--- config.mk ---
export PLATFORM = sky130hd
export DESIGN_NAME = iopw_top
export DESIGN_NICKNAME = d
export VERILOG_FILES = /design/src/iopw_pwm_gen.v /design/src/iopw_top.v
export VERILOG_INCLUDE_DIRS = /design/src /design/src/include
export SDC_FILE = /design/constraint.sdc
export NUM_CORES = 2
export LEC_CHECK = 0
export ABC_AREA = 1
export BUFFER_PORTS_ARGS = -buffer_cell sky130_fd_sc_hd__clkbuf_2
export CAP_MARGIN = 5
export CELL_PAD_IN_SITES_DETAIL_PLACEMENT = 1
export CELL_PAD_IN_SITES_GLOBAL_PLACEMENT = 2
export CORE_MARGIN = 2
export CORE_UTILIZATION = 36
export DETAILED_ROUTE_END_ITERATION = 8
export PLACE_DENSITY_LB_ADDON = 0.3
export SLEW_MARGIN = 20
export SYNTH_ARGS = -nofsm -noshare
export SYNTH_HDL_FRONTEND = slang
export SYNTH_SLANG_ARGS = --single-unit
--- constraint.sdc ---
create_clock -name mclk -period 3.9 [get_ports mclk]
set_input_delay 0.195 -clock mclk [delete_from_list [all_inputs] [get_ports mclk]]
set_output_delay 0.195 -clock mclk [all_outputs]
set_load 0.1 [all_outputs]
--- src/include/iopw_consts.vh ---
// Constants for the IO pin output and PWM control block.
// Assumes byte addresses on an 8-bit Avalon-MM address bus.
`ifndef IOPW_CONSTS_VH
`define IOPW_CONSTS_VH

// Register byte offsets
`define IOPW_CFG_BASE 8'h00
`define IOPW_GEN0_HI 8'h80
`define IOPW_GEN0_LO 8'h84
`define IOPW_GEN1_HI 8'h88
`define IOPW_GEN1_LO 8'h8C
`define IOPW_STATUS 8'h90

// Pin config word field positions
`define IOPW_F_FUNC_LO 0
`define IOPW_F_DIR 2
`define IOPW_F_OTYPE_LO 3
`define IOPW_F_LEVEL 5
`define IOPW_F_MODE_LO 8
`define IOPW_F_SEL_LO 12
`define IOPW_F_STAT 16

// Pin function codes
`define IOPW_FN_SERIAL 2'h0
`define IOPW_FN_GPIO 2'h1
`define IOPW_FN_DEDIC 2'h2

// Drive type codes
`define IOPW_OT_PUSHPULL 2'h0
`define IOPW_OT_OPENDRAIN 2'h1
`define IOPW_OT_TRISTATE 2'h2

// PWM control codes
`define IOPW_MD_IDLE 3'h0
`define IOPW_MD_STOPLOW 3'h1
`define IOPW_MD_ONESHOT 3'h2
`define IOPW_MD_RUN 3'h3
`define IOPW_MD_STOPHIGH 3'h4

// PWM generator selector codes
`define IOPW_SEL_NONE 2'h0
`define IOPW_SEL_GEN0 2'h1
`define IOPW_SEL_GEN1 2'h2

// Reset values
`define IOPW_PERIOD_RST 16'h0064
`define IOPW_FUNC_RST 2'h0

`endif

--- src/iopw_pwm_gen.v ---
// One PWM generator: alternating high and low phases counted in mclk.
// Assumes the period inputs come from registers on the same clock.
`timescale 1ns/10ps
module iopw_pwm_gen #(
   parameter CW = 16
) (
   input wire mclk,
   input wire arst_n,
   input wire active,
   input wire [CW-1:0] high_len,
   input wire [CW-1:0] low_len,
   output reg level,
   output reg rise,
   output reg fall
);

reg [CW-1:0] cnt;
wire [CW-1:0] limit;
wire [CW:0] cnt_inc;

assign limit = level ? high_len : low_len;
assign cnt_inc = {1'b0, cnt} + {{CW{1'b0}}, 1'b1};

////////////////////////////////////////////////////////////////////////
// Phase counter
always @(posedge mclk or negedge arst_n) begin
   if (!arst_n) begin
      cnt <= {CW{1'b0}};
      level <= 1'b1;
      rise <= 1'b0;
      fall <= 1'b0;
   end else if (!active) begin
      cnt <= {CW{1'b0}};
      level <= 1'b1;
      rise <= 1'b0;
      fall <= 1'b0;
   end else if (cnt_inc >= {1'b0, limit}) begin
      // Phase ends, swap level
      cnt <= {CW{1'b0}};
      level <= ~level;
      rise <= ~level;
      fall <= level;
   end else begin
      cnt <= cnt_inc[CW-1:0];
      rise <= 1'b0;
      fall <= 1'b0;
   end
end

endmodule // iopw_pwm_gen

--- src/iopw_top.v ---
// Multi-function IO pins with two shared PWM generators.
// Assumes an Avalon-MM master on mclk; pins are asynchronous.
`timescale 1ns/10ps
`include "iopw_consts.vh"
module iopw_top #(
   parameter NPIN = 32,
   parameter CW = 16
) (
   input wire mclk,
   input wire arst_n,
   input wire [7:0] address,
   input wire read,
   input wire write,
   input wire [31:0] writedata,
   input wire [3:0] byteenable,
   output reg [31:0] readdata,
   output reg waitrequest,
   input wire [NPIN-1:0] pin_in,
   output reg [NPIN-1:0] pin_out,
   output reg [NPIN-1:0] pin_oe_n,
   input wire [NPIN-1:0] ser_out,
   input wire [NPIN-1:0] ser_oe,
   output reg [NPIN-1:0] ser_in
);

localparam OS_IDLE = 3'b001;
localparam OS_FIRST = 3'b010;
localparam OS_SECOND = 3'b100;

////////////////////////////////////////////////////////////////////////
// Pin input synchroniser
reg [NPIN-1:0] pin_meta;
reg [NPIN-1:0] pin_sync;

always @(posedge mclk or negedge arst_n) begin
   if (!arst_n) begin
      pin_meta <= {NPIN{1'b0}};
      pin_sync <= {NPIN{1'b0}};
   end else begin
      pin_meta <= pin_in;
      pin_sync <= pin_meta;
   end
end

////////////////////////////////////////////////////////////////////////
// Bus handshake
wire req;
wire bus_go;
wire wr_go;
wire cfg_area;
wire [4:0] cfg_idx;

assign req = read | write;
assign bus_go = req & ~waitrequest;
assign wr_go = write & ~waitrequest;
assign cfg_area = (address[7] == 1'b0);
assign cfg_idx = address[6:2];

////////////////////////////////////////////////////////////////////////
// Generator period registers
reg [CW-1:0] gen_hi0;
reg [CW-1:0] gen_lo0;
reg [CW-1:0] gen_hi1;
reg [CW-1:0] gen_lo1;

function [CW-1:0] merge16;
   input [CW-1:0] old;
   input [31:0] wd;
   input [3:0] be;
   begin
      merge16 = old;
      if (be[0]) begin
         merge16[7:0] = wd[7:0];
      end
      if (be[1]) begin
         merge16[CW-1:8] = wd[CW-1:8];
      end
   end
endfunction

always @(posedge mclk or negedge arst_n) begin
   if (!arst_n) begin
      gen_hi0 <= `IOPW_PERIOD_RST;
      gen_lo0 <= `IOPW_PERIOD_RST;
      gen_hi1 <= `IOPW_PERIOD_RST;
      gen_lo1 <= `IOPW_PERIOD_RST;
   end else if (wr_go) begin
      if (address == `IOPW_GEN0_HI) begin
         gen_hi0 <= merge16(gen_hi0, writedata, byteenable);
      end else if (address == `IOPW_GEN0_LO) begin
         gen_lo0 <= merge16(gen_lo0, writedata, byteenable);
      end else if (address == `IOPW_GEN1_HI) begin
         gen_hi1 <= merge16(gen_hi1, writedata, byteenable);
      end else if (address == `IOPW_GEN1_LO) begin
         gen_lo1 <= merge16(gen_lo1, writedata, byteenable);
      end
   end
end

////////////////////////////////////////////////////////////////////////
// The two shared generators
wire [1:0] gen_active;
wire [1:0] gen_level;
wire [1:0] gen_rise;
wire [1:0] gen_fall;
wire [NPIN-1:0] want0;
wire [NPIN-1:0] want1;

assign gen_active[0] = |want0;
assign gen_active[1] = |want1;

iopw_pwm_gen #(
   .CW(CW)
) u_gen0 (
   .mclk(mclk),
   .arst_n(arst_n),
   .active(gen_active[0]),
   .high_len(gen_hi0),
   .low_len(gen_lo0),
   .level(gen_level[0]),
   .rise(gen_rise[0]),
   .fall(gen_fall[0])
);

iopw_pwm_gen #(
   .CW(CW)
) u_gen1 (
   .mclk(mclk),
   .arst_n(arst_n),
   .active(gen_active[1]),
   .high_len(gen_hi1),
   .low_len(gen_lo1),
   .level(gen_level[1]),
   .rise(gen_rise[1]),
   .fall(gen_fall[1])
);

////////////////////////////////////////////////////////////////////////
// Per-pin configuration, PWM control and drive
wire [32*NPIN-1:0] cfg_flat;
wire [NPIN-1:0] next_pin_out;
wire [NPIN-1:0] next_oe_n;
wire [NPIN-1:0] next_stat;

genvar i;
generate
   for (i = 0; i < NPIN; i = i + 1) begin : g_pin
      reg [1:0] func;
      reg dir;
      reg [1:0] otype;
      reg level;
      reg [2:0] mode;
      reg [1:0] sel;
      reg [2:0] os_st;
      reg os_start;
      reg pwm_q;
      reg drv;
      reg out_v;
      reg oe_v;
      wire hit;
      wire pwm_use;
      wire g_lvl;
      wire g_rise;
      wire g_fall;
      wire moving;

      assign hit = wr_go & cfg_area & (cfg_idx == i);
      assign pwm_use = (func == `IOPW_FN_DEDIC) & dir &
         ((sel == `IOPW_SEL_GEN0) | (sel == `IOPW_SEL_GEN1));
      assign g_lvl = (sel == `IOPW_SEL_GEN1) ? gen_level[1] : gen_level[0];
      assign g_rise = (sel == `IOPW_SEL_GEN1) ? gen_rise[1] : gen_rise[0];
      assign g_fall = (sel == `IOPW_SEL_GEN1) ? gen_fall[1] : gen_fall[0];
      assign moving = pwm_use &
         ((mode == `IOPW_MD_RUN) | (mode == `IOPW_MD_ONESHOT));
      assign want0 [i] = moving & (sel == `IOPW_SEL_GEN0);
      assign want1 [i] = moving & (sel == `IOPW_SEL_GEN1);

      // Control state and PWM output level
      always @(posedge mclk or negedge arst_n) begin
         if (!arst_n) begin
            func <= `IOPW_FUNC_RST;
            dir <= 1'b0;
            otype <= `IOPW_OT_PUSHPULL;
            level <= 1'b0;
            mode <= `IOPW_MD_IDLE;
            sel <= `IOPW_SEL_NONE;
            os_st <= OS_IDLE;
            os_start <= 1'b0;
            pwm_q <= 1'b0;
         end else begin
            case (mode)
               `IOPW_MD_STOPLOW: begin
                  pwm_q <= 1'b0;
                  os_st <= OS_IDLE;
               end
               `IOPW_MD_STOPHIGH: begin
                  pwm_q <= 1'b1;
                  os_st <= OS_IDLE;
               end
               `IOPW_MD_RUN: begin
                  if (pwm_use) begin
                     pwm_q <= g_lvl;
                  end
                  os_st <= OS_IDLE;
               end
               `IOPW_MD_ONESHOT: begin
                  if (!pwm_use) begin
                     os_st <= OS_IDLE;
                  end else begin
                     case (os_st)
                        OS_IDLE: begin
                           os_start <= pwm_q;
                           os_st <= OS_FIRST;
                        end
                        OS_FIRST: begin
                           if (os_start ? g_fall : g_rise) begin
                              pwm_q <= ~os_start;
                              os_st <= OS_SECOND;
                           end
                        end
                        OS_SECOND: begin
                           if (os_start ? g_rise : g_fall) begin
                              pwm_q <= os_start;
                              os_st <= OS_IDLE;
                              mode <= `IOPW_MD_IDLE;
                           end
                        end
                        default: begin
                           os_st <= OS_IDLE;
                        end
                     endcase
                  end
               end
               default: begin
                  os_st <= OS_IDLE;
               end
            endcase
            // Software write to byte lanes wins over hardware update
            if (hit && byteenable[0]) begin
               func <= writedata[`IOPW_F_FUNC_LO+1:`IOPW_F_FUNC_LO];
               dir <= writedata[`IOPW_F_DIR];
               otype <= writedata[`IOPW_F_OTYPE_LO+1:`IOPW_F_OTYPE_LO];
               level <= writedata[`IOPW_F_LEVEL];
            end
            if (hit && byteenable[1]) begin
               mode <= writedata[`IOPW_F_MODE_LO+2:`IOPW_F_MODE_LO];
               sel <= writedata[`IOPW_F_SEL_LO+1:`IOPW_F_SEL_LO];
               os_st <= OS_IDLE;
            end
         end
      end

      // Pin drive from function, direction and type
      always @* begin
         drv = pwm_use ? pwm_q : level;
         out_v = 1'b0;
         oe_v = 1'b1;
         if (func == `IOPW_FN_SERIAL) begin
            out_v = ser_out[i];
            oe_v = ~ser_oe[i];
         end else if (dir) begin
            if (otype == `IOPW_OT_PUSHPULL) begin
               out_v = drv;
               oe_v = 1'b0;
            end else if (otype == `IOPW_OT_OPENDRAIN) begin
               out_v = 1'b0;
               oe_v = drv;
            end else begin
               out_v = 1'b1;
               oe_v = ~drv;
            end
         end
      end

      assign next_pin_out[i] = out_v;
      assign next_oe_n[i] = oe_v;
      assign next_stat[i] = (func != `IOPW_FN_SERIAL) & ~pwm_use &
         pin_sync[i];
      assign cfg_flat[32*i +: 32] = {15'h0000, next_stat[i], 2'h0, sel,
         1'b0, mode, 2'h0, level, otype, dir, func};
   end
endgenerate

////////////////////////////////////////////////////////////////////////
// Status word
wire [31:0] stat_word;

generate
   if (NPIN < 32) begin : g_stat_pad
      assign stat_word = {{(32-NPIN){1'b0}}, next_stat};
   end else begin : g_stat_full
      assign stat_word = next_stat[31:0];
   end
endgenerate

////////////////////////////////////////////////////////////////////////
// Read decode
reg [31:0] next_readdata;

always @* begin
   next_readdata = 32'h00000000;
   if (cfg_area) begin
      if (cfg_idx < NPIN) begin
         next_readdata = cfg_flat[32*cfg_idx +: 32];
      end
   end else if (address == `IOPW_GEN0_HI) begin
      next_readdata = {{(32-CW){1'b0}}, gen_hi0};
   end else if (address == `IOPW_GEN0_LO) begin
      next_readdata = {{(32-CW){1'b0}}, gen_lo0};
   end else if (address == `IOPW_GEN1_HI) begin
      next_readdata = {{(32-CW){1'b0}}, gen_hi1};
   end else if (address == `IOPW_GEN1_LO) begin
      next_readdata = {{(32-CW){1'b0}}, gen_lo1};
   end else if (address == `IOPW_STATUS) begin
      next_readdata = stat_word;
   end
end

////////////////////////////////////////////////////////////////////////
// Bus answer: one wait cycle per access
always @(posedge mclk or negedge arst_n) begin
   if (!arst_n) begin
      waitrequest <= 1'b1;
      readdata <= 32'h00000000;
   end else if (bus_go) begin
      waitrequest <= 1'b1;
   end else if (req) begin
      waitrequest <= 1'b0;
      if (read) begin
         readdata <= next_readdata;
      end
   end else begin
      waitrequest <= 1'b1;
   end
end

////////////////////////////////////////////////////////////////////////
// Registered pin outputs
always @(posedge mclk or negedge arst_n) begin
   if (!arst_n) begin
      pin_out <= {NPIN{1'b0}};
      pin_oe_n <= {NPIN{1'b1}};
      ser_in <= {NPIN{1'b0}};
   end else begin
      pin_out <= next_pin_out;
      pin_oe_n <= next_oe_n;
      ser_in <= pin_sync;
   end
end

endmodule // iopw_top

==> metrics.txt <==
largest net degree at the start of global routing 130; synthesized cell area 43000 µm²; Flop pwr share 0.429; number of global-route vias before repair 42100; worst-path maximum fanout 16; most used cell along the critical path nand2_1; Max H-tree Level 3; area grow syn2layout 17.7%; chip width 350 µm; Reg clk slew, reported paths 0.06 ns; final net count 6185; Post CTS Setup Buffer Count 0; Synth cell types 59; Pins Over Slew Limit 0; number of flops mapped to enable cells by yosys 0; unrepaired setup endpoints after global routing no; Worst-Skew Late Latency 0.73 ns; Worst VDD drop 0.000470 V; Finished Core Util 0.428; crit path DAT 3.91 ns; Synth Area per Inst 7.73 µm²; GPL Wtd Cong 0.907; clk sinks 807; DIE HEIGHT 350 µm; fin crit period 3.31 ns; outcome finished clean; Core Region 118000 µm²; CP cell instances ha_1 -> nand2_1 -> nor2_1 -> nand4_1 -> inv_1 -> nand3_1 -> nor2_1 -> nand2_1 -> xor2_1 -> inv_1 -> ha_1 -> nand2_1 -> nor3_1 -> nand3_1 -> nor2_1 -> nor2_1 -> nand3_1 -> nand2_1 -> nand2_1 -> buf_4 -> nor2b_1; CTS buffer count 94; static leakage 24.1 nW; Initial Util 0.364; CP max stage delay 0.39 ns; final setup fails 0; Syn Nets 5811; routed wire length per instance 23.8 µm; initial DRC count 3276; PD cells 420 nW/µm²; switching pwr 6.42 mW; Comb pwr share 0.133; placed cell area 46400 µm²; first-pass GRT wire length 269 mm; critical path type reg -> reg; Crit-path slowest cell dfrtp_1; post-route cell area 50700 µm²; CP Buf/Inv Count 3; I/O Buffers 254; P_int 14.8 mW; Final period util 0.850; Total Die Area 122000 µm²; Placement Setup Slack 0.511 ns; clock group share of total power 0.439; Worst Clk Skew 0.0406 ns; TritonCTS clock tree built; TritonRoute pass-1 iters 5; total congestion overflow 0; Synth async-reset ratio 1.00; Slew HR 0.292; Ports 273; DR vias 41800; post_cts resized 0; post-synthesis sequential area ratio 0.472; startpoint class of the critical path flop; Seq cells post-synth 807; Routed WL 180 mm; most used flip-flop cell after synthesis dfrtp_1; Worst Setup Slack, final 0.586 ns; Overall Power 21.3 mW; TNS Setup 0 ns; Max Cap Viol 0; DRC Markers 0; antenna violations before repair 8; worst slew pin tran 1.06 ns; via/cell ratio 5.53; Total GRT Usage 0.292; delay-heaviest family, CP simple AND/OR/NAND/NOR gates; DP HPWL 132 mm; Yosys warnings 0; antenna-violating nets left 0; FP Rows 126; CTS Hold Bufs 106; Post-Syn Instances 5569; maximum root-to-sink buffer count 3; Final Hold Viols 0; max frequency 302 MHz; CP Capture Type flop; HP Class in -> async; Filler cells 14400; Worst Path Required 4.49 ns; layout cells sized above 1 0.109; root buffer cell clkbuf_16; Net Sw Frac 0.302
sequential cells by signal (all words and copies together), names as in the netlist, 32 cells and up:
| name | flops |
|---|---|
| g_pin.pwm_q | 32 |
| g_pin.dir | 32 |
| g_pin.os_start | 32 |
| g_pin.sel | 64 |
| ser_in | 32 |
| g_pin.otype | 64 |
| g_pin.mode | 96 |
| pin_sync | 32 |
| pin_out | 32 |
| g_pin.os_st | 96 |
| readdata | 32 |
| g_pin.func | 64 |
| pin_oe_n | 32 |
| g_pin.level | 32 |
| pin_meta | 32 |
final cells by class:
| class | count | area [µm²] | share of cell area |
|---|---|---|---|
| timing repair buffer | 460 | 3190 | 0.0630 |
| tap | 1536 | 1920 | 0.0379 |
| antenna | 2 | 5.00 | 0.0000988 |
| inverter | 738 | 2770 | 0.0547 |
| clock buffer | 142 | 2740 | 0.0541 |
| sequential | 807 | 20300 | 0.401 |
| multi-input combinational | 3842 | 19200 | 0.380 |
| clock inverter | 34 | 489 | 0.00966 |
path summary, 6_finish.rpt:
| kind | from | to | slack (ns) | cells after the start |
|---|---|---|---|---|
| worst min register to register | pin_meta[23] | pin_sync[23] | 0.35 | 0 |
| worst max register to register | u_gen1.cnt[0] | u_gen1.cnt[13] | 0.59 | 21 |
| worst max-delay path | u_gen1.cnt[0] | u_gen1.cnt[13] | 0.59 | 21 |
| worst min-delay path | arst_n | g_pin[20].sel[0] | 0.07 | 2 |
| max in group asynchronous | arst_n | u_gen1.rise | 2.64 | 3 |
| min in group mclk | ser_out[7] | pin_out[7] | 0.09 | 2 |
per-layer routing:
layer	global-route usage	routed length, µm
met2	0.432	76200
met5	0	0
met1	0.428	84600
met4	0.123	7830
met3	0.0385	11200
power by group through the flow:
stage               combinational [mW]  clock [mW]  sequential, mW
CTS                               2.80        9.50            9.10
finish                            2.82        9.33            9.11
global route                      3.00        9.81            9.15
floorplan                        0.932           0            9.86
detailed placement                2.70           0            9.24
global placement                  2.66           0            9.24
cells in the final DEF (no fill, tap or decap), types with 10 or more instances in the layout:
cell	synthesis	layout
dlygate4sd3_1	0	106
o211ai_1	36	36
o22ai_1	158	158
nor3_2	10	10
clkbuf_16	0	94
o31ai_1	29	29
nand3b_1	10	10
clkinv_2	0	17
o21ai_0	718	718
nor2_1	389	387
a31oi_1	16	16
nor3_1	134	134
o21ai_1	33	33
nor4_1	12	12
dfstp_2	79	79
buf_4	3	92
inv_2	13	16
ha_1	98	98
dfrtp_1	728	727
mux2i_1	29	29
inv_1	721	718
o221ai_1	11	11
nand4_1	55	55
a22oi_1	102	102
a21oi_1	141	141
clkbuf_8	0	21
clkbuf_1	123	27
or2_2	15	15
nor2_2	11	11
xor2_1	23	23
a32o_1	26	26
nand2_1	1407	1404
nand3_1	297	297
clkbuf_2	1	253
cells by family after synthesis:
logic type / after synthesis / synth area share
AND/OR/NAND/NOR: 2368 / 0.230
XOR/XNOR: 29 / 0.00590
adder cells (fa/ha/maj): 98 / 0.0285
multiplexers: 29 / 0.00675
flip-flops: 807 / 0.472
AO/OA/AOI/OAI: 1318 / 0.176
buffers and inverters: 920 / 0.0819
cells in the mapped netlist (5+ instances only):
cell type | number | area (µm²)
inv_1 | 721 | 2710
clkbuf_1 | 123 | 462
nand3b_1 | 10 | 75.1
mux2i_1 | 29 | 290
a32o_1 | 26 | 260
nand2_1 | 1407 | 5280
o221ai_1 | 11 | 96.3
o21ai_1 | 33 | 165
ha_1 | 98 | 1230
nor2_2 | 11 | 68.8
dfstp_2 | 79 | 2080
and3_1 | 6 | 37.5
dfrtp_1 | 728 | 18200
a21boi_0 | 8 | 60.1
o21ai_0 | 718 | 3590
o21bai_1 | 6 | 45.0
a221oi_1 | 6 | 52.6
a21oi_1 | 141 | 706
and2_1 | 5 | 31.3
a22oi_1 | 102 | 766
nand3_1 | 297 | 1490
a2111oi_0 | 5 | 43.8
o31ai_1 | 29 | 218
nor4_1 | 12 | 75.1
a31oi_1 | 16 | 100
nor2_4 | 5 | 56.3
o22ai_1 | 158 | 988
nand4_1 | 55 | 344
nor3_1 | 134 | 671
buf_2 | 46 | 230
nor2_1 | 389 | 1460
buf_1 | 9 | 33.8
o211ai_1 | 36 | 270
nor3_2 | 10 | 100
or2_2 | 15 | 93.8
xor2_1 | 23 | 201
nand3_2 | 5 | 50.1
inv_2 | 13 | 48.8
xnor2_1 | 6 | 52.6
stage by stage:
step | hold WS (ns) | cells
after floorplan | -0.101 | 5569
after global placement | 0.186 | 7277
after detailed placement | 0.196 | 7277
after CTS | 0.0116 | 7559
after global routing | 0.0487 | 7560
final | 0.0670 | 7561
No activity file was read; power rests on OpenSTA's default activity.
